File: src/logic/ccc_defs.vh
`ifndef CCC_DEFS_VH
`define CCC_DEFS_VH

// ==========================================================
// Register offsets
`define CCC_OFS_FRACTION      16'hff60
`define CCC_OFS_SECONDS       16'hff62
`define CCC_OFS_MINUTES       16'hff63
`define CCC_OFS_HOURS         16'hff64
`define CCC_OFS_WEEKDAY       16'hff65
`define CCC_OFS_DAY           16'hff66
`define CCC_OFS_CONTROL       16'hff8b

// ==========================================================
// Reset values
`define CCC_RST_FRACTION      16'h0000
`define CCC_RST_SECONDS       8'h00
`define CCC_RST_MINUTES       8'h00
`define CCC_RST_HOURS_12      8'h12
`define CCC_RST_HOURS_24      8'h00
`define CCC_RST_WEEKDAY       8'h00
`define CCC_RST_DAY           8'h01
`define CCC_RST_CONTROL       8'h00

// ==========================================================
// Control register fields
`define CCC_CTL_IRQ_EN_BIT    7
`define CCC_CTL_DIV_OE_BIT    6
`define CCC_CTL_FREQ_BIT      5
`define CCC_CTL_SEL_MSB       2
`define CCC_CTL_SEL_LSB       0
`define CCC_CTL_WR_MASK       8'he7

// ==========================================================
// Counter limits and timing
`define CCC_FRAC_TOP          16'h7fff
`define CCC_FRAC_MAX          16'hffff
`define CCC_SEL_BASE_EXP      6
`define CCC_SEL_MAX_EXP       12
`define CCC_DIV_BIT_512HZ     5
`define CCC_DIV_BIT_16KHZ     0
`define CCC_LS_CLOCK_HZ       32768
`define CCC_MCLK_HZ           100000000
`define CCC_WRITE_LAG_LS      2

`endif

File: src/logic/ccc_calendar_core.v
// Overview of operation
// RULE_01 - Interval interrupt only when enabled; select 0..7 gives 2^6..2^12, 6/7 same.
// RULE_02 - Software changes interval select only while interval interrupt is disabled.
// RULE_03 - Divided clock pin is driven only while its output enable is set.
// RULE_04 - Frequency select 0 gives 512 Hz, 1 gives 16.384 kHz on divided pin.
// RULE_05 - Software never enables 32 kHz output and divided output together.
// RULE_06 - Disabled divided output stops within two slow clocks, then holds low.
// RULE_07 - Fraction counter counts slow clock 0000 to 7fff; overflow marks one second.
// RULE_08 - Fraction counter holds values of 8000 and above after error correction.
// RULE_09 - Any seconds write clears the fraction counter.
// RULE_10 - Software reads fraction counter only while counting is halted.
// RULE_11 - Count writes pass through a buffer, reaching counter within two slow clocks.
// RULE_12 - Out-of-range BCD value returns to valid value within one count period.
// RULE_13 - Seconds hold BCD 0..59, bit 7 zero, count on fraction overflow, reset 00.
// RULE_14 - Minutes hold BCD 0..59, count on seconds wrap, reset 00.
// RULE_15 - Hours count on minutes wrap; 00..23, or 01..12 and 21..32 in 12-hour mode.
// RULE_16 - In 12-hour mode bit 5 of hours means afternoon when set.
// RULE_17 - Hours reset to 12; read 00 if 24-hour mode is chosen after reset.
// RULE_18 - Day counts on hours wrap, limit 31, 30, 29 or 28 by month and leap year.
// RULE_19 - Day holds BCD in bits 5..0, bits 7..6 zero, reset 01.
// RULE_20 - Weekday holds 0..6 in bits 2..0, reset 00, advances with the day.
// RULE_21 - Years 00, 04, 08 ... 96 are leap years for the February limit.
// RULE_22 - Software sets wait control and sees wait status before counter access.
// RULE_23 - Each counter rolls to its lowest value past its maximum and carries once.
// RULE_24 - Interval interrupt is a one-cycle pulse per completed division while enabled.
`default_nettype none
`include "ccc_defs.vh"

module ccc_calendar_core #(
	parameter SEL_WIDTH = 3
) (
	// Clock and reset
	input  wire        mclk,
	input  wire        rstn,
	// Slow reference clock pin
	input  wire        lsclk_pin,
	// CPU register port
	input  wire [15:0] bus_addr,
	input  wire        bus_wr,
	input  wire        bus_rd,
	input  wire [15:0] bus_wdata,
	output reg  [15:0] bus_rdata,
	// Controls held in neighbouring registers
	input  wire        hour_system_select,
	input  wire        counter_wait_control,
	output reg         counter_wait_status,
	input  wire [7:0]  month_bcd,
	input  wire [7:0]  year_bcd,
	input  wire        watch_error_correction,
	input  wire [15:0] correction_value,
	// Events and pins
	output reg         interval_irq,
	output reg         day_overflow,
	output reg         divided_clock_pin,
	output reg         divided_clock_pin_oe
);

	// ==========================================================
	// Helpers
	function [7:0] bcd_inc;
		input [7:0] v;
		begin
			if (v[3:0] >= 4'h9)
				bcd_inc = {v[7:4] + 4'h1, 4'h0};
			else
				bcd_inc = {v[7:4], v[3:0] + 4'h1};
		end
	endfunction

	function bcd_ok;
		input [7:0] v;
		begin
			bcd_ok = (v[3:0] <= 4'h9) && (v[7:4] <= 4'h9);
		end
	endfunction

	// ==========================================================
	// Slow clock synchroniser
	reg        ls_s1_reg;
	reg        ls_s2_reg;
	reg        ls_s3_reg;

	// Two flops before use, third only for the edge
	always @(posedge mclk or negedge rstn) begin
		if (!rstn) begin
			ls_s1_reg <= 1'b0;
			ls_s2_reg <= 1'b0;
			ls_s3_reg <= 1'b0;
		end else begin
			ls_s1_reg <= lsclk_pin;
			ls_s2_reg <= ls_s1_reg;
			ls_s3_reg <= ls_s2_reg;
		end
	end
	wire tick = ls_s2_reg & ~ls_s3_reg;

	// ==========================================================
	// Registers
	reg [15:0] frac_reg;
	reg        ovf_pend_reg;
	reg [7:0]  sec_reg;
	reg [7:0]  min_reg;
	reg [7:0]  hour_reg;
	reg [7:0]  wday_reg;
	reg [7:0]  day_reg;
	reg [7:0]  ctl_reg;
	reg        hour_fresh_reg;
	reg [11:0] presc_reg;
	reg [4:0]  pend_reg;
	reg [7:0]  wbuf_reg [0:4];
	wire [4:0] wr_hit;

	// Write buffer slots: 0 sec, 1 min, 2 hour, 3 weekday, 4 day
	assign wr_hit = {bus_wr && (bus_addr == `CCC_OFS_DAY),
	                 bus_wr && (bus_addr == `CCC_OFS_WEEKDAY),
	                 bus_wr && (bus_addr == `CCC_OFS_HOURS),
	                 bus_wr && (bus_addr == `CCC_OFS_MINUTES),
	                 bus_wr && (bus_addr == `CCC_OFS_SECONDS)};

	// ==========================================================
	// Fraction counter
	// RULE_07 - wrap at top
	wire frac_ovf = (frac_reg == `CCC_FRAC_TOP) || (frac_reg == `CCC_FRAC_MAX);

	// Keeps running under wait; an overflow then waits in ovf_pend
	always @(posedge mclk or negedge rstn) begin
		if (!rstn) begin
			frac_reg     <= `CCC_RST_FRACTION;
			ovf_pend_reg <= 1'b0;
		end else if (tick && pend_reg[0]) begin
			// RULE_09 - seconds write clears
			frac_reg     <= `CCC_RST_FRACTION;
			ovf_pend_reg <= 1'b0;
		end else if (watch_error_correction) begin
			// RULE_08 - full 16 bits kept
			frac_reg <= correction_value;
		end else if (tick) begin
			frac_reg     <= frac_ovf ? 16'h0000 : frac_reg + 16'h0001;
			ovf_pend_reg <= (frac_ovf || ovf_pend_reg) && counter_wait_control;
		end
	end
	wire count_sec = tick && !counter_wait_control && (frac_ovf || ovf_pend_reg)
	                   && !pend_reg[0];

	// ==========================================================
	// Cascade next values
	reg [7:0] sec_nx;
	reg [7:0] min_nx;
	reg [7:0] hour_nx;
	reg [7:0] day_nx;
	reg [7:0] wday_nx;
	reg [7:0] day_lim;
	reg       sec_c;
	reg       min_c;
	reg       hour_c;
	reg       day_c;
	reg       leap;
	reg       h_ok;

	// RULE_23 - roll over and carry
	always @* begin
		// RULE_12 - bad value snaps to minimum
		// RULE_13 - seconds 00..59
		sec_c  = (sec_reg == 8'h59);
		sec_nx = (sec_reg >= 8'h59 || !bcd_ok(sec_reg)) ? 8'h00 : bcd_inc(sec_reg);
		// RULE_14 - minutes 00..59
		min_c  = (min_reg == 8'h59);
		min_nx = (min_reg >= 8'h59 || !bcd_ok(min_reg)) ? 8'h00 : bcd_inc(min_reg);
		// RULE_15 - hours in both systems
		hour_c  = 1'b0;
		hour_nx = bcd_inc(hour_reg);
		if (hour_system_select) begin
			h_ok = bcd_ok(hour_reg) && hour_reg < 8'h23;
			hour_c = (hour_reg == 8'h23);
			if (!h_ok)
				hour_nx = 8'h00;
		end else begin
			// RULE_16 - bit 5 marks afternoon
			h_ok = bcd_ok(hour_reg) && ((hour_reg >= 8'h01 && hour_reg <= 8'h12)
			       || (hour_reg >= 8'h21 && hour_reg <= 8'h32));
			case (hour_reg)
				8'h11: hour_nx = 8'h32;
				8'h12: hour_nx = 8'h01;
				8'h31: begin
					hour_nx = 8'h12;
					hour_c  = 1'b1;
				end
				8'h32: hour_nx = 8'h21;
				default: begin
					if (!h_ok)
						hour_nx = 8'h12;
				end
			endcase
		end
		// RULE_21 - leap on multiples of four
		leap = year_bcd[4] ? (year_bcd[3:0] == 4'h2 || year_bcd[3:0] == 4'h6)
		                   : (year_bcd[3:0] == 4'h0 || year_bcd[3:0] == 4'h4
		                      || year_bcd[3:0] == 4'h8);
		// RULE_18 - month dependent limit
		case (month_bcd)
			8'h02: day_lim = leap ? 8'h29 : 8'h28;
			8'h04, 8'h06, 8'h09, 8'h11: day_lim = 8'h30;
			default: day_lim = 8'h31;
		endcase
		day_c  = (day_reg == day_lim);
		day_nx = (day_reg >= day_lim || day_reg == 8'h00 || !bcd_ok(day_reg))
		         ? `CCC_RST_DAY : bcd_inc(day_reg);
		// RULE_20 - weekday 0..6
		wday_nx = (wday_reg >= 8'h06) ? 8'h00 : wday_reg + 8'h01;
	end

	// ==========================================================
	// Time counters and write buffer
	integer i;

	// Buffered writes land on the next slow edge
	always @(posedge mclk or negedge rstn) begin
		if (!rstn) begin
			sec_reg        <= `CCC_RST_SECONDS;
			min_reg        <= `CCC_RST_MINUTES;
			hour_reg       <= `CCC_RST_HOURS_12;
			wday_reg       <= `CCC_RST_WEEKDAY;
			day_reg        <= `CCC_RST_DAY;
			hour_fresh_reg <= 1'b1;
			day_overflow   <= 1'b0;
			pend_reg       <= 5'h00;
			for (i = 0; i < 5; i = i + 1)
				wbuf_reg[i] <= 8'h00;
		end else begin
			day_overflow <= 1'b0;
			// RULE_11 - capture into buffer
			for (i = 0; i < 5; i = i + 1) begin
				if (wr_hit[i])
					wbuf_reg[i] <= bus_wdata[7:0];
			end
			pend_reg <= (tick ? 5'h00 : pend_reg) | wr_hit;
			// RULE_17 - 24-hour mode shows 00
			if (hour_fresh_reg && hour_system_select) begin
				hour_reg       <= `CCC_RST_HOURS_24;
				hour_fresh_reg <= 1'b0;
			end
			if (count_sec) begin
				sec_reg <= sec_nx;
				if (sec_c) begin
					min_reg <= min_nx;
					if (min_c) begin
						hour_reg       <= hour_nx;
						hour_fresh_reg <= 1'b0;
						// RULE_20 - weekday follows day
						if (hour_c) begin
							day_reg      <= day_nx;
							wday_reg     <= wday_nx;
							day_overflow <= day_c;
						end
					end
				end
			end
			// RULE_11 - buffer to counter
			if (tick) begin
				// RULE_13 - bit 7 forced low
				if (pend_reg[0])
					sec_reg <= {1'b0, wbuf_reg[0][6:0]};
				if (pend_reg[1])
					min_reg <= {1'b0, wbuf_reg[1][6:0]};
				if (pend_reg[2]) begin
					hour_reg       <= {2'b00, wbuf_reg[2][5:0]};
					hour_fresh_reg <= 1'b0;
				end
				if (pend_reg[3])
					wday_reg <= {5'h00, wbuf_reg[3][2:0]};
				// RULE_19 - bits 7..6 zero
				if (pend_reg[4])
					day_reg <= {2'b00, wbuf_reg[4][5:0]};
			end
		end
	end

	// ==========================================================
	// Wait status
	// Halt becomes visible at the next slow edge, release at once
	always @(posedge mclk or negedge rstn) begin
		if (!rstn)
			counter_wait_status <= 1'b0;
		else if (!counter_wait_control)
			counter_wait_status <= 1'b0;
		else if (tick)
			counter_wait_status <= 1'b1;
	end

	// ==========================================================
	// Control register and prescaler
	reg [11:0] sel_mask;
	reg        div_src;

	wire [SEL_WIDTH-1:0] sel = ctl_reg[`CCC_CTL_SEL_MSB:`CCC_CTL_SEL_LSB];

	// Unused bits 4..3 are held at zero
	always @(posedge mclk or negedge rstn) begin
		if (!rstn) begin
			ctl_reg   <= `CCC_RST_CONTROL;
			presc_reg <= 12'h000;
		end else begin
			if (bus_wr && bus_addr == `CCC_OFS_CONTROL)
				ctl_reg <= bus_wdata[7:0] & `CCC_CTL_WR_MASK;
			if (tick)
				presc_reg <= presc_reg + 12'h001;
		end
	end

	// RULE_01 - period select, 6 and 7 alike
	always @* begin
		case (sel)
			3'h0: sel_mask = 12'h03f;
			3'h1: sel_mask = 12'h07f;
			3'h2: sel_mask = 12'h0ff;
			3'h3: sel_mask = 12'h1ff;
			3'h4: sel_mask = 12'h3ff;
			3'h5: sel_mask = 12'h7ff;
			default: sel_mask = 12'hfff;
		endcase
		// RULE_04 - 512 Hz or 16.384 kHz
		div_src = ctl_reg[`CCC_CTL_FREQ_BIT] ? presc_reg[`CCC_DIV_BIT_16KHZ]
		                                     : presc_reg[`CCC_DIV_BIT_512HZ];
	end

	// ==========================================================
	// Interrupt pulse and divided pin
	// Pin takes divider values on slow edges; a stop drives it low at the next mclk edge
	always @(posedge mclk or negedge rstn) begin
		if (!rstn) begin
			interval_irq         <= 1'b0;
			divided_clock_pin    <= 1'b0;
			divided_clock_pin_oe <= 1'b0;
		end else begin
			// RULE_24 - one pulse per period
			interval_irq <= tick && ctl_reg[`CCC_CTL_IRQ_EN_BIT]
			                && ((presc_reg & sel_mask) == sel_mask);
			// RULE_03 - drive only when enabled
			divided_clock_pin_oe <= ctl_reg[`CCC_CTL_DIV_OE_BIT];
			// RULE_06 - low once disabled
			if (!ctl_reg[`CCC_CTL_DIV_OE_BIT])
				divided_clock_pin <= 1'b0;
			else if (tick)
				divided_clock_pin <= div_src;
		end
	end

	// ==========================================================
	// Read port
	// Fraction read live; it keeps counting even while halted
	always @(posedge mclk or negedge rstn) begin
		if (!rstn)
			bus_rdata <= 16'h0000;
		else if (bus_rd) begin
			case (bus_addr)
				`CCC_OFS_FRACTION: bus_rdata <= frac_reg;
				`CCC_OFS_SECONDS:  bus_rdata <= {8'h00, sec_reg};
				`CCC_OFS_MINUTES:  bus_rdata <= {8'h00, min_reg};
				`CCC_OFS_HOURS:    bus_rdata <= {8'h00, hour_reg};
				`CCC_OFS_WEEKDAY:  bus_rdata <= {8'h00, wday_reg};
				`CCC_OFS_DAY:      bus_rdata <= {8'h00, day_reg};
				`CCC_OFS_CONTROL:  bus_rdata <= {8'h00, ctl_reg};
				default:           bus_rdata <= 16'h0000;
			endcase
		end
	end

endmodule
`default_nettype wire

File: config.mk
export PLATFORM = sky130hd
export DESIGN_NAME = ccc_calendar_core
export DESIGN_NICKNAME = d
export VERILOG_FILES = /design/src/logic/ccc_calendar_core.v
export VERILOG_INCLUDE_DIRS = /design/src /design/src/logic
export SDC_FILE = /design/constraint.sdc
export NUM_CORES = 1
export LEC_CHECK = 0
export BUFFER_PORTS_ARGS = -buffer_cell sky130_fd_sc_hd__buf_2
export CAP_MARGIN = 20
export CELL_PAD_IN_SITES_DETAIL_PLACEMENT = 1
export CELL_PAD_IN_SITES_GLOBAL_PLACEMENT = 2
export CORE_AREA = 2 2 147 149
export DETAILED_ROUTE_END_ITERATION = 8
export DIE_AREA = 0 0 149 151
export PLACE_DENSITY = 0.78
export SETUP_SLACK_MARGIN = 0.05
export SLEW_MARGIN = 5
export SYNTH_ARGS = -nofsm -noshare
export SYNTH_HDL_FRONTEND = slang
export SYNTH_SLANG_ARGS = --single-unit
File: constraint.sdc
create_clock -name mclk -period 2.6 [get_ports mclk]
set_input_delay 0.52 -clock mclk [delete_from_list [all_inputs] [get_ports mclk]]
set_output_delay 0.52 -clock mclk [all_outputs]
set_load 0.01 [all_outputs]
Word level (Yosys, flattened, before mapping)
Index checks and enable logic that the tools add are counted.
{"block": "op_classes", "add_sub_neg": 11, "n_reduce_logical": 44, "bitwise": 4, "mux": 67, "n_eq_ne": 35, "magnitude_cmp": 21}
{"operator": "$mux W8", "n": 36}
{"operator": "$eq A16 B16 Y1 const B", "n": 8}
{"operator": "$pmux W16 S7", "n": 1}
{"operator": "$pmux W12 S6", "n": 1}
{"operator": "$mux W16", "n": 4}
{"operator": "$add A4 B1 Y4 const B", "n": 8}
{"operator": "$le A4 B4 Y1 const B", "n": 8}
{"operator": "$pmux W8 S4", "n": 1}
{"operator": "$eq A8 B5 Y1 const B", "n": 3}
{"operator": "$eq A8 B6 Y1 const B", "n": 3}
{"operator": "$logic_and A1 B1 Y1", "n": 22}
{"operator": "$mux W1", "n": 22}
{"operator": "$add A16 B1 Y16 const B", "n": 1}
{"operator": "$eq A16 B15 Y1 const B", "n": 1}
{"operator": "$eq A8 B3 Y1 const B", "n": 2}
{"operator": "$eq A8 B7 Y1 const B", "n": 2}
{"operator": "$ge A4 B4 Y1 const B", "n": 4}
{"operator": "$ge A8 B7 Y1 const B", "n": 2}
{"operator": "$add A12 B1 Y12 const B", "n": 1}
{"operator": "$and A12 B12 Y12", "n": 1}
{"operator": "$eq A12 B12 Y1", "n": 1}
{"operator": "$logic_or A1 B1 Y1", "n": 10}
{"operator": "$pmux W5 S2", "n": 1}
{"operator": "$add A8 B1 Y8 const B", "n": 1}
{"operator": "other kinds (30)", "n": 38}
{"block": "totals", "ff_bits": 134, "output_inout_bits": 21}

Logic depth before layout (Yosys ltp)
Gate-level depths: netlist of run 1.
{"block": "depth", "depth_word": 16, "depth_mapped": 13}

Worst setup path before layout of run 1
Ideal clock, no wire load.
{"block": "synth_path", "path_type": "input -> register", "startpoint": "input month_bcd[5]", "endpoint": "register day_reg[1] (netlist: bcd_inc.v[1])", "stages": 13, "arrival_time_ns": 2.944, "required_time_ns": 2.513, "path_slack_ns": -0.431, "cell_sequence": "or3_1 > nor4_1 > nand2_1 > nor2_1 > a21oi_1 > o22ai_1 > ha_1 > or4b_1 > a21oi_1 > o21ai_1 > a211oi_1 > nand3_1 > a22oi_1"}
{"block": "synth_via", "elab_chain_len": 13, "elab_cells_between_ends": 17, "classes_between": "order compare (1); eq/ne (5); mux (8); reduce/logical (3)"}
{"element": "start: declaration", "line": "ccc_calendar_core.v:47", "rtl": "input wire [7:0] month_bcd,"}
{"element": "$eq A8 B3 Y1 (tied with other cells)", "line": "ccc_calendar_core.v:200", "rtl": "case (month_bcd)"}
{"element": "$reduce_or A4 Y1", "line": "ccc_calendar_core.v:200"}
{"element": "$pmux W5 S2 (*)", "line": "ccc_calendar_core.v:200"}
{"element": "$ge A8 B8 Y1 (*)", "line": "ccc_calendar_core.v:206", "rtl": "day_nx = (day_reg >= day_lim || day_reg == 8'h00 || !bcd_ok(day_reg))"}
{"element": "$logic_or A1 B1 Y1 (*) (2 in series)", "line": "ccc_calendar_core.v:206"}
{"element": "$mux W8 (*)", "line": "ccc_calendar_core.v:206"}
{"element": "$mux W8 (*)", "line": "ccc_calendar_core.v:250", "rtl": "if (hour_c) begin"}
{"element": "$mux W8 (*)", "line": "ccc_calendar_core.v:246", "rtl": "if (min_c) begin"}
{"element": "$mux W8 (*)", "line": "ccc_calendar_core.v:244", "rtl": "if (sec_c) begin"}
{"element": "$mux W8 (*)", "line": "ccc_calendar_core.v:242", "rtl": "if (count_sec) begin"}
{"element": "$mux W8", "line": "ccc_calendar_core.v:272", "rtl": "if (pend_reg[4])"}
{"element": "$mux W8 (*)", "line": "ccc_calendar_core.v:259", "rtl": "if (tick) begin"}
{"element": "end signal: assignment", "line": "ccc_calendar_core.v:223", "rtl": "day_reg <= `CCC_RST_DAY;"}
{"element": "end signal: assignment", "line": "ccc_calendar_core.v:251", "rtl": "day_reg <= day_nx;"}
{"element": "end signal: assignment", "line": "ccc_calendar_core.v:273", "rtl": "day_reg <= {2'b00, wbuf_reg[4][5:0]};"}
{"element": "end: declaration", "line": "ccc_calendar_core.v:105", "rtl": "reg [7:0] day_reg;"}
Every way passes the cells marked *; elsewhere a longest branch is shown, timed or not.
A chain may end at the register's enable or synchronous reset.

Worst setup path after layout of run 1
{"block": "layout_path", "startpoint": "input month_bcd[5]", "endpoint": "register day_reg[5] (netlist: bcd_inc.v[5])"}
Same word-level chain as after synthesis.

==> flow_metrics.py, run 1 <==
metrics = {
    "route": {
        "avgRoutedWirePerCell_um": 20.7,
        "drtPass1Iterations": 5,
        "drtAntennaViolNets": 0,
        "wl_um": 24700,
        "remaining_drc_errors": 0,
        "via_per_inst": 5.68,
        "drt_iter0_drc": 304,
        "routed-via-count": 6783,
    },
    "worst_setup_path": {
        "cp_common_cell": "o21ai_2",
        "cp_slowest_cell": "or4b_4",
        "critPathKind": "input port to register",
        "cp-start-kind": "input port",
        "cp_slowest_stage_delay_ps": 490,
        "worstPathCellList": "buf_6, or3_4, nor3_2, nor2_1, a21oi_1, o22ai_1, ha_1, or4b_4, a21oi_2, o21ai_2, buf_4, a21o_4, o21ai_2",
        "cp.required_ps": 2960,
        "cp_max_fo": 6,
        "cp.arrival_ps": 3030,
        "endpoint_kind": "register",
    },
    "cts": {
        "cts_tree": "done",
        "cts_made_buffers": 17,
        "root_buffer": "clkbuf_16",
        "clk_latency_ps": 430,
        "cts_buffer_depth": 2,
        "clk_transition_reported_paths_ps": 60,
        "htree_levels": 4,
        "numClockSinks": 134,
        "cts_hold_buf": 0,
    },
    "sta": {
        "min_period_ps": 2670,
        "hold_viol": 0,
        "maxSlewHeadroom_pct": 54.6,
        "setup_slack_ps": -70.0,
        "finClkSkew_ps": 8.91,
        "finalSetupTns_ps": -480,
        "max_freq_mhz": 375,
        "setup_viol": 8,
        "rsz0062_at_grt": "true",
        "whs_ps": 30.7,
        "drv_slew": 0,
        "post-route-period-util_pct": 103,
        "tightest_slew_ps": 674,
    },
    "placed_design": {
        "place.gp.congestion": 0.890,
        "io_buffers": 81,
        "dp_hpwl_um": 18300,
    },
    "global_route": {
        "grt_use_met3_pct": 4.94,
        "met2_usage_pct": 38.6,
        "first_global_vias": 7299,
        "grt_max_degree": 65,
        "gr-total-overflow": 0,
        "grt_pass1_wl_um": 40000,
        "grt.busiest_layer": "met2",
        "grt_util_met1_pct": 30.2,
        "track_usage_pct": 23.1,
        "antenna_found_initial": 0,
    },
    "synthesis": {
        "synth_cells": 794,
        "synth.cell_area_um2": 7620,
        "synthTopCellsByCount": "dfrtp_1, nand2_1, a21oi_1",
        "synth_top_area_share_pct": 42.7,
        "synth-seq-cells": 134,
        "syn_nets": 899,
        "synthFlopType": "dfrtp_1",
        "ys_seq_area_share_pct": 44.1,
        "yosysMostFrequentCell": "dfrtp_1",
        "yosys-top-cells-area": "dfrtp_1, ha_1, mux2_2",
        "synth_edf_count": 0,
        "synth_largest_area_cell": "dfrtp_1",
        "synth_warnings": 0,
        "syn_avg_cell_area_um2": 9.59,
        "yosysUniqueCellTypes": 77,
        "async_flop_share_pct": 100,
    },
    "layout": {
        "largest_reg_flops": 29,
        "n_antenna_cell": 0,
        "nets": 1013,
        "area_delta_synth_final_pct": 22.0,
        "drive_above_1_share_pct": 25.2,
        "fill_cells": 2399,
    },
    "power": {
        "p_leak_nw": 4.32,
        "power_density_nw_per_um2": 610,
        "peakVddDrop_uv": 270,
        "fin_total_pwr_mw": 5.67,
    },
    "floorplanning": {
        "die_h_um": 151,
        "initial_core_util_pct": 36.6,
        "rows": 53,
        "die_width_um": 149,
        "io_pins": 93,
        "fp.coreArea_um2": 20800,
        "dieArea_um2": 22500,
    },
    "run_status": {
        "status": "complete, but fails checks",
        "failed_checks": "setup timing",
    },
    "job": {
        "cap_violations": 0,
    },
    "worst_hold_path": {
        "min_path_type": "input port to asynchronous set/reset pin",
    },
}
stage by stage:
| stage | instance area [um2] | cells | setup WS (ps) | utilization (%) |
|---|---|---|---|---|
| finish | 9290 | 1195 | -70.0 | 44.6 |
| global route | 9290 | 1195 | -257 | 44.6 |
| CTS | 9210 | 1191 | -143 | 44.2 |
| detailed placement | 8580 | 1159 | -630 | 41.2 |
| global placement | 8580 | 1159 | -500 | 41.2 |
| floorplan | 7650 | 794 | -268 | - |
final cells by class:
type                    count  area (um2)  share of cell area [%]
flip-flops and latches    134        3360                    36.2
repair buffers            125         761                    8.19
clock inverters            12         153                    1.64
well taps                 275         344                    3.70
multi-input cells         599        4100                    44.2
clock buffers              19         453                    4.88
inverters                  31         116                    1.25
worst paths after layout:
path                                        from                      to  slack (ps)  depth (start not counted)
setup / recovery                    month_bcd[5]  bcd_inc.v[5]$_DFF_PN0_         -70                         13
hold / removal                              rstn    min_reg[5]$_DFF_PN0_          30                          1
setup reg to reg           hour_reg[1]$_DFF_PN1_   hour_reg[0]$_DFF_PN0_         160                          8
hold reg to reg              ls_s1_reg$_DFF_PN0_     ls_s2_reg$_DFF_PN0_         350                          0
max in group asynchronous                   rstn   hour_reg[4]$_DFF_PN1_        1830                          2
min in group mclk                      lsclk_pin     ls_s1_reg$_DFF_PN0_         190                          1
report_power, final:
group	switching, mW	total (mW)	internal [mW]
combinational	0.422	0.743	0.321
clock	0.964	2.51	1.55
sequential	0.192	2.41	2.22
kinds of logic (layout without fill, tap and decap cells):
family	after synthesis	after routing	synth area share (%)
buf+inv	61	187	3.19
compound gates	202	202	17.0
mux	52	52	7.80
flops	134	134	44.1
simple gates	285	285	19.4
xor+xnor	27	27	3.10
fa+ha+maj	33	33	5.42
cell usage in the layout (no fill, tap or decap), types with 12 or more instances in the layout:
cell and n:
inv_1 30, buf_2 79, mux2i_1 14, ha_1 32
xnor2_1 17, mux2_2 35, nor3_1 17, a31oi_1 12
nand2_1 100, nand3_1 24, a21oi_1 51, o21ai_0 46
buf_4 43, nor2_1 49, dfrtp_1 129, clkbuf_16 17
metal layers:
| layer | vias up | wire (um) |
|---|---|---|
| met4 | 0 | 451 |
| met5 | - | 0 |
| met3 | 36 | 1190 |
| li1 | 3124 | - |
| met1 | 3445 | 11100 |
| met2 | 178 | 12000 |
critical path: cells and delay by family:
family                     cells  cell delay, ps
and+or+nand+nor                4            1160
AOI/OAI and AO/OA              6             780
adders and majority gates      1             320
buffers and inverters          2             240
repair_timing:
item,CTS,global route
setup buffers,1,4
endpoints found under the setup margin,8,13
gates resized for setup,3,15
endpoints found under the hold margin,0,0
pin swaps,9,5
No activity file was read; power rests on OpenSTA's default activity.
==> run 2, diff against run 1 <==
--- a/config.mk
+++ b/config.mk
@@ -8,12 +8,10 @@
 export LEC_CHECK = 0
 export BUFFER_PORTS_ARGS = -buffer_cell sky130_fd_sc_hd__buf_2
 export CAP_MARGIN = 20
-export CELL_PAD_IN_SITES_DETAIL_PLACEMENT = 1
-export CELL_PAD_IN_SITES_GLOBAL_PLACEMENT = 2
-export CORE_AREA = 2 2 147 149
+export CORE_AREA = 2 2 127 129
 export DETAILED_ROUTE_END_ITERATION = 8
-export DIE_AREA = 0 0 149 151
-export PLACE_DENSITY = 0.78
+export DIE_AREA = 0 0 129 131
+export PLACE_DENSITY = 0.68
 export SETUP_SLACK_MARGIN = 0.05
 export SLEW_MARGIN = 5
 export SYNTH_ARGS = -nofsm -noshare
==> run 2 against run 1 <==
The flow still finishes with violations (setup timing). Wire length shrank 18%. Sequential cell count is the same. Via count shrank 4.2%. Sequential share of layout area grew 0.47 points. Combinational power shrank 9.2%. Non-clock buffer count shrank 2. Total power shrank 1.6%. Global-route usage grew 1.7 points. Fmax shrank 1.3%. Worst hold slack gained 170 ps. Critical path type unchanged. Largest cell class unchanged. Largest power group unchanged.
==> flow_metrics.py, run 2 (synthesis results as in run 1) <==
metrics = {
    "sta": {
        "finClkSkew_ps": 8.65,
        "maxSlewHeadroom_pct": 59.4,
        "tightest_slew_ps": 606,
        "setup_viol": 8,
        "max_freq_mhz": 370,
        "setup_slack_ps": -105,
        "rsz0062_at_grt": "true",
        "post-route-period-util_pct": 104,
        "finalSetupTns_ps": -458,
        "drv_slew": 0,
        "hold_viol": 0,
        "min_period_ps": 2700,
    },
    "power": {
        "p_leak_nw": 4.31,
        "p_int_mw": 4.07,
        "peakVddDrop_uv": 463,
        "p_clk_share_pct": 44.7,
        "fin_total_pwr_mw": 5.58,
        "p_sw_share_pct": 27.1,
        "power_density_nw_per_um2": 608,
        "power_switching_mw": 1.51,
        "combPwrFrac_pct": 12.1,
        "p_seq_share_pct": 43.2,
    },
    "placed_design": {
        "dp.cells": 1100,
        "io_buffers": 81,
        "dp_hpwl_um": 15000,
        "place.gp.congestion": 0.924,
    },
    "worst_hold_path": {
        "hold_path_end": "ls_s1_reg$_DFF_PN0_",
        "min_path_type": "input port to register",
        "hold_depth": 1,
        "hp-start": "lsclk_pin",
    },
    "route": {
        "via_per_inst": 5.73,
        "routed-via-count": 6500,
        "wl_um": 20300,
        "drt_iter0_drc": 632,
        "drtAntennaViolNets": 0,
        "remaining_drc_errors": 0,
        "drtPass1Iterations": 7,
        "avgRoutedWirePerCell_um": 17.9,
    },
    "floorplanning": {
        "die_width_um": 129,
        "fp.coreArea_um2": 15600,
        "io_pins": 93,
        "die_h_um": 131,
        "initial_core_util_pct": 48.8,
        "dieArea_um2": 16900,
        "rows": 46,
    },
    "run_status": {
        "status": "complete, but fails checks",
        "failed_checks": "setup timing",
    },
    "worst_setup_path": {
        "regToRegEndpoint": "hour_reg[2]$_DFF_PN0_",
        "critPathKind": "input port to register",
        "cp-start-kind": "input port",
        "r2r_setup_slack_ps": 180,
        "cp_max_fo": 2,
        "worstReg2RegStart": "sec_reg[1]$_DFF_PN0_",
        "endpoint_kind": "register",
        "cp.required_ps": 2950,
        "cp.arrival_ps": 3060,
        "worst-r2r-cell-count": 8,
    },
    "layout": {
        "final_cell_mix": "dfrtp_1, nand2_1, buf_2",
        "finalNonFillerCells": 1135,
        "utilization_pct": 58.8,
        "largest_reg_flops": 29,
        "n_antenna_cell": 0,
        "multi_input_area_um2": 4060,
        "layout_commonest_cell": "dfrtp_1",
        "fill_cells": 1364,
        "drive_above_1_share_pct": 23.8,
        "area_delta_synth_final_pct": 20.4,
        "nets": 1011,
        "seq_area_um2": 3360,
    },
    "cts": {
        "numClockSinks": 134,
        "clk_transition_reported_paths_ps": 60,
        "cts_tree": "done",
        "clk_latency_ps": 420,
        "htree_levels": 4,
        "cts_buffer_depth": 2,
        "root_buffer": "clkbuf_16",
        "cts_made_buffers": 17,
    },
    "job": {
        "cap_violations": 0,
    },
    "global_route": {
        "antenna_found_initial": 0,
        "grt_max_degree": 63,
        "grt_pass1_wl_um": 31800,
        "track_usage_pct": 24.7,
        "gr-total-overflow": 0,
        "first_global_vias": 6063,
    },
}
[run 2: cell types whose count changed in the layout (fill, tap and decap cells not counted), sizes merged]
cell         before  now
buf             125  122
clkinvlp          4    2
dlygate4sd3       0    1
inv              31   34
[run 2: cell type report]
| cell class | count | share of cell area (%) |
|---|---|---|
| clock buffer | 19 | 4.83 |
| clock inverter | 13 | 1.87 |
| inverter | 31 | 1.27 |
| multi-input combinational | 599 | 44.3 |
| sequential | 134 | 36.6 |
| tap | 216 | 2.95 |
| timing repair buffer | 123 | 8.16 |
[run 2: power by group through the flow]
stage	Clock [mW]	Combinational (mW)	Sequential [mW]
floorplan	0	0.411	2.39
global placement	0	0.637	2.43
detailed placement	0	0.654	2.44
CTS	2.54	0.671	2.40
global route	2.63	0.758	2.43
finish	2.50	0.675	2.41
[run 2: per-stage QoR]
stage          hold WS (ps)  setup slack (ps)  cell area, um2
2_1_floorplan           224              -268            7650
3_3_place_gp            336              -481            8510
3_5_place_dp            336              -610            8510
4_1_cts                 182              -129            9160
5_1_grt                 183              -290            9170
6_report                197              -105            9170
[run 2: worst max-delay path, cell delays in order]
cell,delay [ps]
buf_6,90
or3_4,390
nor4_4,160
nand2_1,80
nor2_1,110
a21oi_1,90
o22ai_1,130
ha_1,270
or4b_4,540
a21oi_2,140
o21ai_2,80
a211oi_2,180
nand2_1,80
a22o_1,180
[run 2: repair_timing]
action | 4_1_cts | 5_1_grt
endpoints found under the setup margin | 8 | 8
pin swaps | 6 | 1
hold endpoints to repair | 1 | 0
hold buffers | 1 | 0
buffers inserted | 2 | 0
resized for setup | 3 | 2
[run 2: worst max path at each step]
stage                             from                     end  cells past startpoint
after floorplan           month_bcd[5]  bcd_inc.v[1]$_DFF_PN0_                     13
after global placement    month_bcd[5]  bcd_inc.v[0]$_DFF_PN1_                     14
after detailed placement  month_bcd[5]  bcd_inc.v[2]$_DFF_PN0_                     13
after CTS                 month_bcd[5]  bcd_inc.v[0]$_DFF_PN1_                     14
after global routing      month_bcd[5]  bcd_inc.v[1]$_DFF_PN0_                     14
final                     month_bcd[5]  bcd_inc.v[0]$_DFF_PN1_                     14
[run 2: routing by layer]
layer	up-vias	part of all wire (%)	global-route usage, %
met2	176	48	39.5
met3	27	5.3	5.82
li1	3135	-	-
met5	-	0	0
met1	3162	45	33.7
met4	0	1.5	7.54
==> run 3, diff against run 2 <==
--- a/config.mk
+++ b/config.mk
@@ -6,12 +6,14 @@
 export SDC_FILE = /design/constraint.sdc
 export NUM_CORES = 1
 export LEC_CHECK = 0
+export ABC_AREA = 1
 export BUFFER_PORTS_ARGS = -buffer_cell sky130_fd_sc_hd__buf_2
 export CAP_MARGIN = 20
-export CORE_AREA = 2 2 127 129
+export CORE_AREA = 2 2 128 130
+export CTS_BUF_LIST = sky130_fd_sc_hd__clkbuf_4
 export DETAILED_ROUTE_END_ITERATION = 8
-export DIE_AREA = 0 0 129 131
-export PLACE_DENSITY = 0.68
+export DIE_AREA = 0 0 130 132
+export PLACE_DENSITY = 0.75
 export SETUP_SLACK_MARGIN = 0.05
 export SLEW_MARGIN = 5
 export SYNTH_ARGS = -nofsm -noshare
==> run 3 against run 2 <==
Sequential share of layout area increased by 1.4 points. Clock power down 42%. Final cell count is 17% higher. Worst setup slack improved by 390 ps. The flow now finishes without violations. Worst hold slack got worse by 100 ps. Critical path depth fell by 2. Design area down 3.6%. Non-clock buffer count is 22 lower. Sequential power about the same. Via count rose by 11%. Critical path type is now register to register. Total power shrank 14%. Clock skew increased by 14 ps.
==> flow_metrics.py, run 3 <==
metrics = {
    "layout": {
        "fill_cells": 1498,
        "drive_above_1_share_pct": 14.9,
        "final_cell_mix": "nand2_1, dfrtp_1, inv_1",
        "largest_reg_flops": 29,
        "layout_commonest_cell": "nand2_1",
        "seq_area_um2": 3360,
        "utilization_pct": 56.3,
        "multi_input_area_um2": 3830,
        "area_delta_synth_final_pct": 13.7,
        "nets": 1206,
    },
    "floorplanning": {
        "io_pins": 93,
        "dieArea_um2": 17200,
        "die_h_um": 132,
        "fp.coreArea_um2": 15700,
        "rows": 46,
        "initial_core_util_pct": 49.5,
        "die_width_um": 130,
    },
    "synthesis": {
        "synth_top_family_by_area": "simple AND/OR/NAND/NOR gates",
        "synthMuxAreaShare_pct": 0.145,
        "yosysUniqueCellTypes": 51,
        "yosys-top-cells-area": "dfrtp_1, nand2_1, o21ai_0",
        "synth-simple-area-share_pct": 25.9,
        "synthAdderAreaFrac_pct": 5.31,
        "synthTopCellsByCount": "nand2_1, dfrtp_1, inv_1",
        "synthFlopType": "dfrtp_1",
        "ys_seq_area_share_pct": 43.2,
        "synth_cells": 1000,
        "async_flop_share_pct": 100,
        "synth-seq-cells": 134,
        "yosysMostFrequentCell": "nand2_1",
        "synth_compound_area_share_pct": 15.6,
        "synthXorXnorAreaFrac_pct": 2.25,
        "syn_avg_cell_area_um2": 7.78,
        "synth_largest_area_cell": "dfrtp_1",
        "synth_top_area_share_pct": 41.8,
        "syn_nets": 1105,
        "synth_edf_count": 0,
        "synth.cell_area_um2": 7780,
        "synth_warnings": 0,
    },
    "worst_setup_path": {
        "cp.required_ps": 3010,
        "endpoint_kind": "register",
        "critPathKind": "register to register",
        "r2r_setup_slack_ps": 280,
        "cp.arrival_ps": 2730,
        "cp-start-kind": "register",
        "cp_max_fo": 8,
    },
    "global_route": {
        "grt_pass1_wl_um": 33300,
        "first_global_vias": 6788,
        "antenna_found_initial": 4,
        "grt_max_degree": 68,
        "track_usage_pct": 24.5,
        "gr-total-overflow": 0,
    },
    "power": {
        "p_leak_nw": 4.48,
        "power_density_nw_per_um2": 541,
        "p_sw_share_pct": 31.5,
        "combPwrFrac_pct": 19.6,
        "peakVddDrop_uv": 529,
        "p_int_mw": 3.28,
        "fin_total_pwr_mw": 4.78,
        "power_switching_mw": 1.50,
        "p_seq_share_pct": 50.1,
        "p_clk_share_pct": 30.3,
    },
    "sta": {
        "post-route-period-util_pct": 89.1,
        "finalSetupTns_ps": 0,
        "rsz0062_at_grt": "false",
        "hold_viol": 0,
        "finClkSkew_ps": 22.4,
        "setup_viol": 0,
        "min_period_ps": 2320,
        "drv_slew": 0,
        "maxSlewHeadroom_pct": 55.7,
        "tightest_slew_ps": 659,
        "max_freq_mhz": 432,
    },
    "cts": {
        "clk_latency_ps": 550,
        "numClockSinks": 134,
        "clk_transition_reported_paths_ps": 100,
        "root_buffer": "clkbuf_4",
        "cts_tree": "done",
        "htree_levels": 4,
        "cts_buffer_depth": 2,
        "cts_made_buffers": 17,
        "post-cts-setup-buffers": 0,
    },
    "placed_design": {
        "dp_hpwl_um": 15300,
        "place.gp.congestion": 0.931,
        "io_buffers": 81,
    },
    "route": {
        "drtAntennaViolNets": 0,
        "routed-via-count": 7230,
        "remaining_drc_errors": 0,
        "drt_iter0_drc": 731,
        "wl_um": 20300,
        "avgRoutedWirePerCell_um": 15.2,
        "via_per_inst": 5.43,
        "drtPass1Iterations": 7,
    },
    "job": {
        "cap_violations": 0,
    },
    "worst_hold_path": {
        "min_path_type": "input port to register",
    },
    "run_status": {
        "status": "finished, final reports clean",
    },
}
==> run 3: changes by cell type after synthesis, moves of 10 or more <==
cell     before  now
and3_1       11    0
o21ai_0      47   97
nand2_1     100  247
xnor2_1      17    7
nor2_1       51   76
o22ai_1       3   21
mux2i_1      14    0
nand3_1      24   61
inv_1        30  127
mux2_2       35    1
==> run 3: cells by family after synthesis <==
family	after synthesis
AND/OR/NAND/NOR	444
flip-flops	134
XOR/XNOR	20
AO/OA/AOI/OAI	217
buffers and inverters	151
multiplexers	1
adder cells (fa/ha/maj)	33
==> run 3: worst max-delay path, stage by stage, from the launching register on <==
cell and delay [ps]:
dfstp_2 600, inv_1 130, ha_1 200, inv_1 120, nor2_1 80, nand2_1 80
inv_1 50, o21ai_2 210, inv_1 160, nand4_4 160, inv_1 160, a21oi_1 160
o21ai_0 90
==> run 3: layer usage <==
layer,part of all wire [%],track usage [%]
met1,44,33.3
met2,46,38.3
met3,7.5,5.60
met4,2.7,8.96
met5,0.039,0
==> run 3: power groups by stage <==
stage	clock (mW)	sequential, mW	combinational (mW)
after floorplan	0	2.39	0.633
after global placement	0	2.43	0.904
after detailed placement	0	2.43	0.924
after CTS	1.48	2.39	0.931
after global routing	1.57	2.42	1.08
final	1.45	2.40	0.938
==> run 3: path summary, 6_finish.rpt <==
path | endpoint | cells past startpoint | from
max | wday_reg[0]$_DFF_PN0_ | 12 | hour_reg[1]$_DFF_PN1_
min | ls_s1_reg$_DFF_PN0_ | 1 | lsclk_pin
max in group asynchronous | bcd_inc.v[0]$_DFF_PN1_ | 3 | rstn
min reg2reg | ls_s2_reg$_DFF_PN0_ | 0 | ls_s1_reg$_DFF_PN0_
min in group asynchronous | frac_reg[12]$_DFFE_PN0P_ | 2 | rstn
max reg2reg | wday_reg[0]$_DFF_PN0_ | 12 | hour_reg[1]$_DFF_PN1_
==> run 3: repair_timing <==
action / in CTS / in global routing
endpoints found under the hold margin: 61 / 0
hold buffers: 1 / 0
setup endpoints to repair: 0 / 12
gates resized for setup: 0 / 1
==> run 3: metrics by stage <==
step / instance area, um2 / instances / hold WS, ps / worst slack (ps)
CTS: 8830 / 1329 / 57.1 / 202
floorplan: 7780 / 1000 / 224 / 310
finish: 8840 / 1331 / 93.0 / 283
global route: 8840 / 1331 / 40.8 / 91.9
global placement: 8530 / 1297 / 333 / 58.1
detailed placement: 8530 / 1297 / 342 / 3.23
==> run 3: cell type report <==
cell class              instances  share of cell area (%)
multi-input cells             715                    43.3
clock buffers                  21                    1.78
inverters                     132                    5.62
well taps                     216                    3.06
clock inverters                10                    1.49
diodes                          2                  0.0566
flip-flops and latches        134                    38.0
repair buffers                101                    6.67
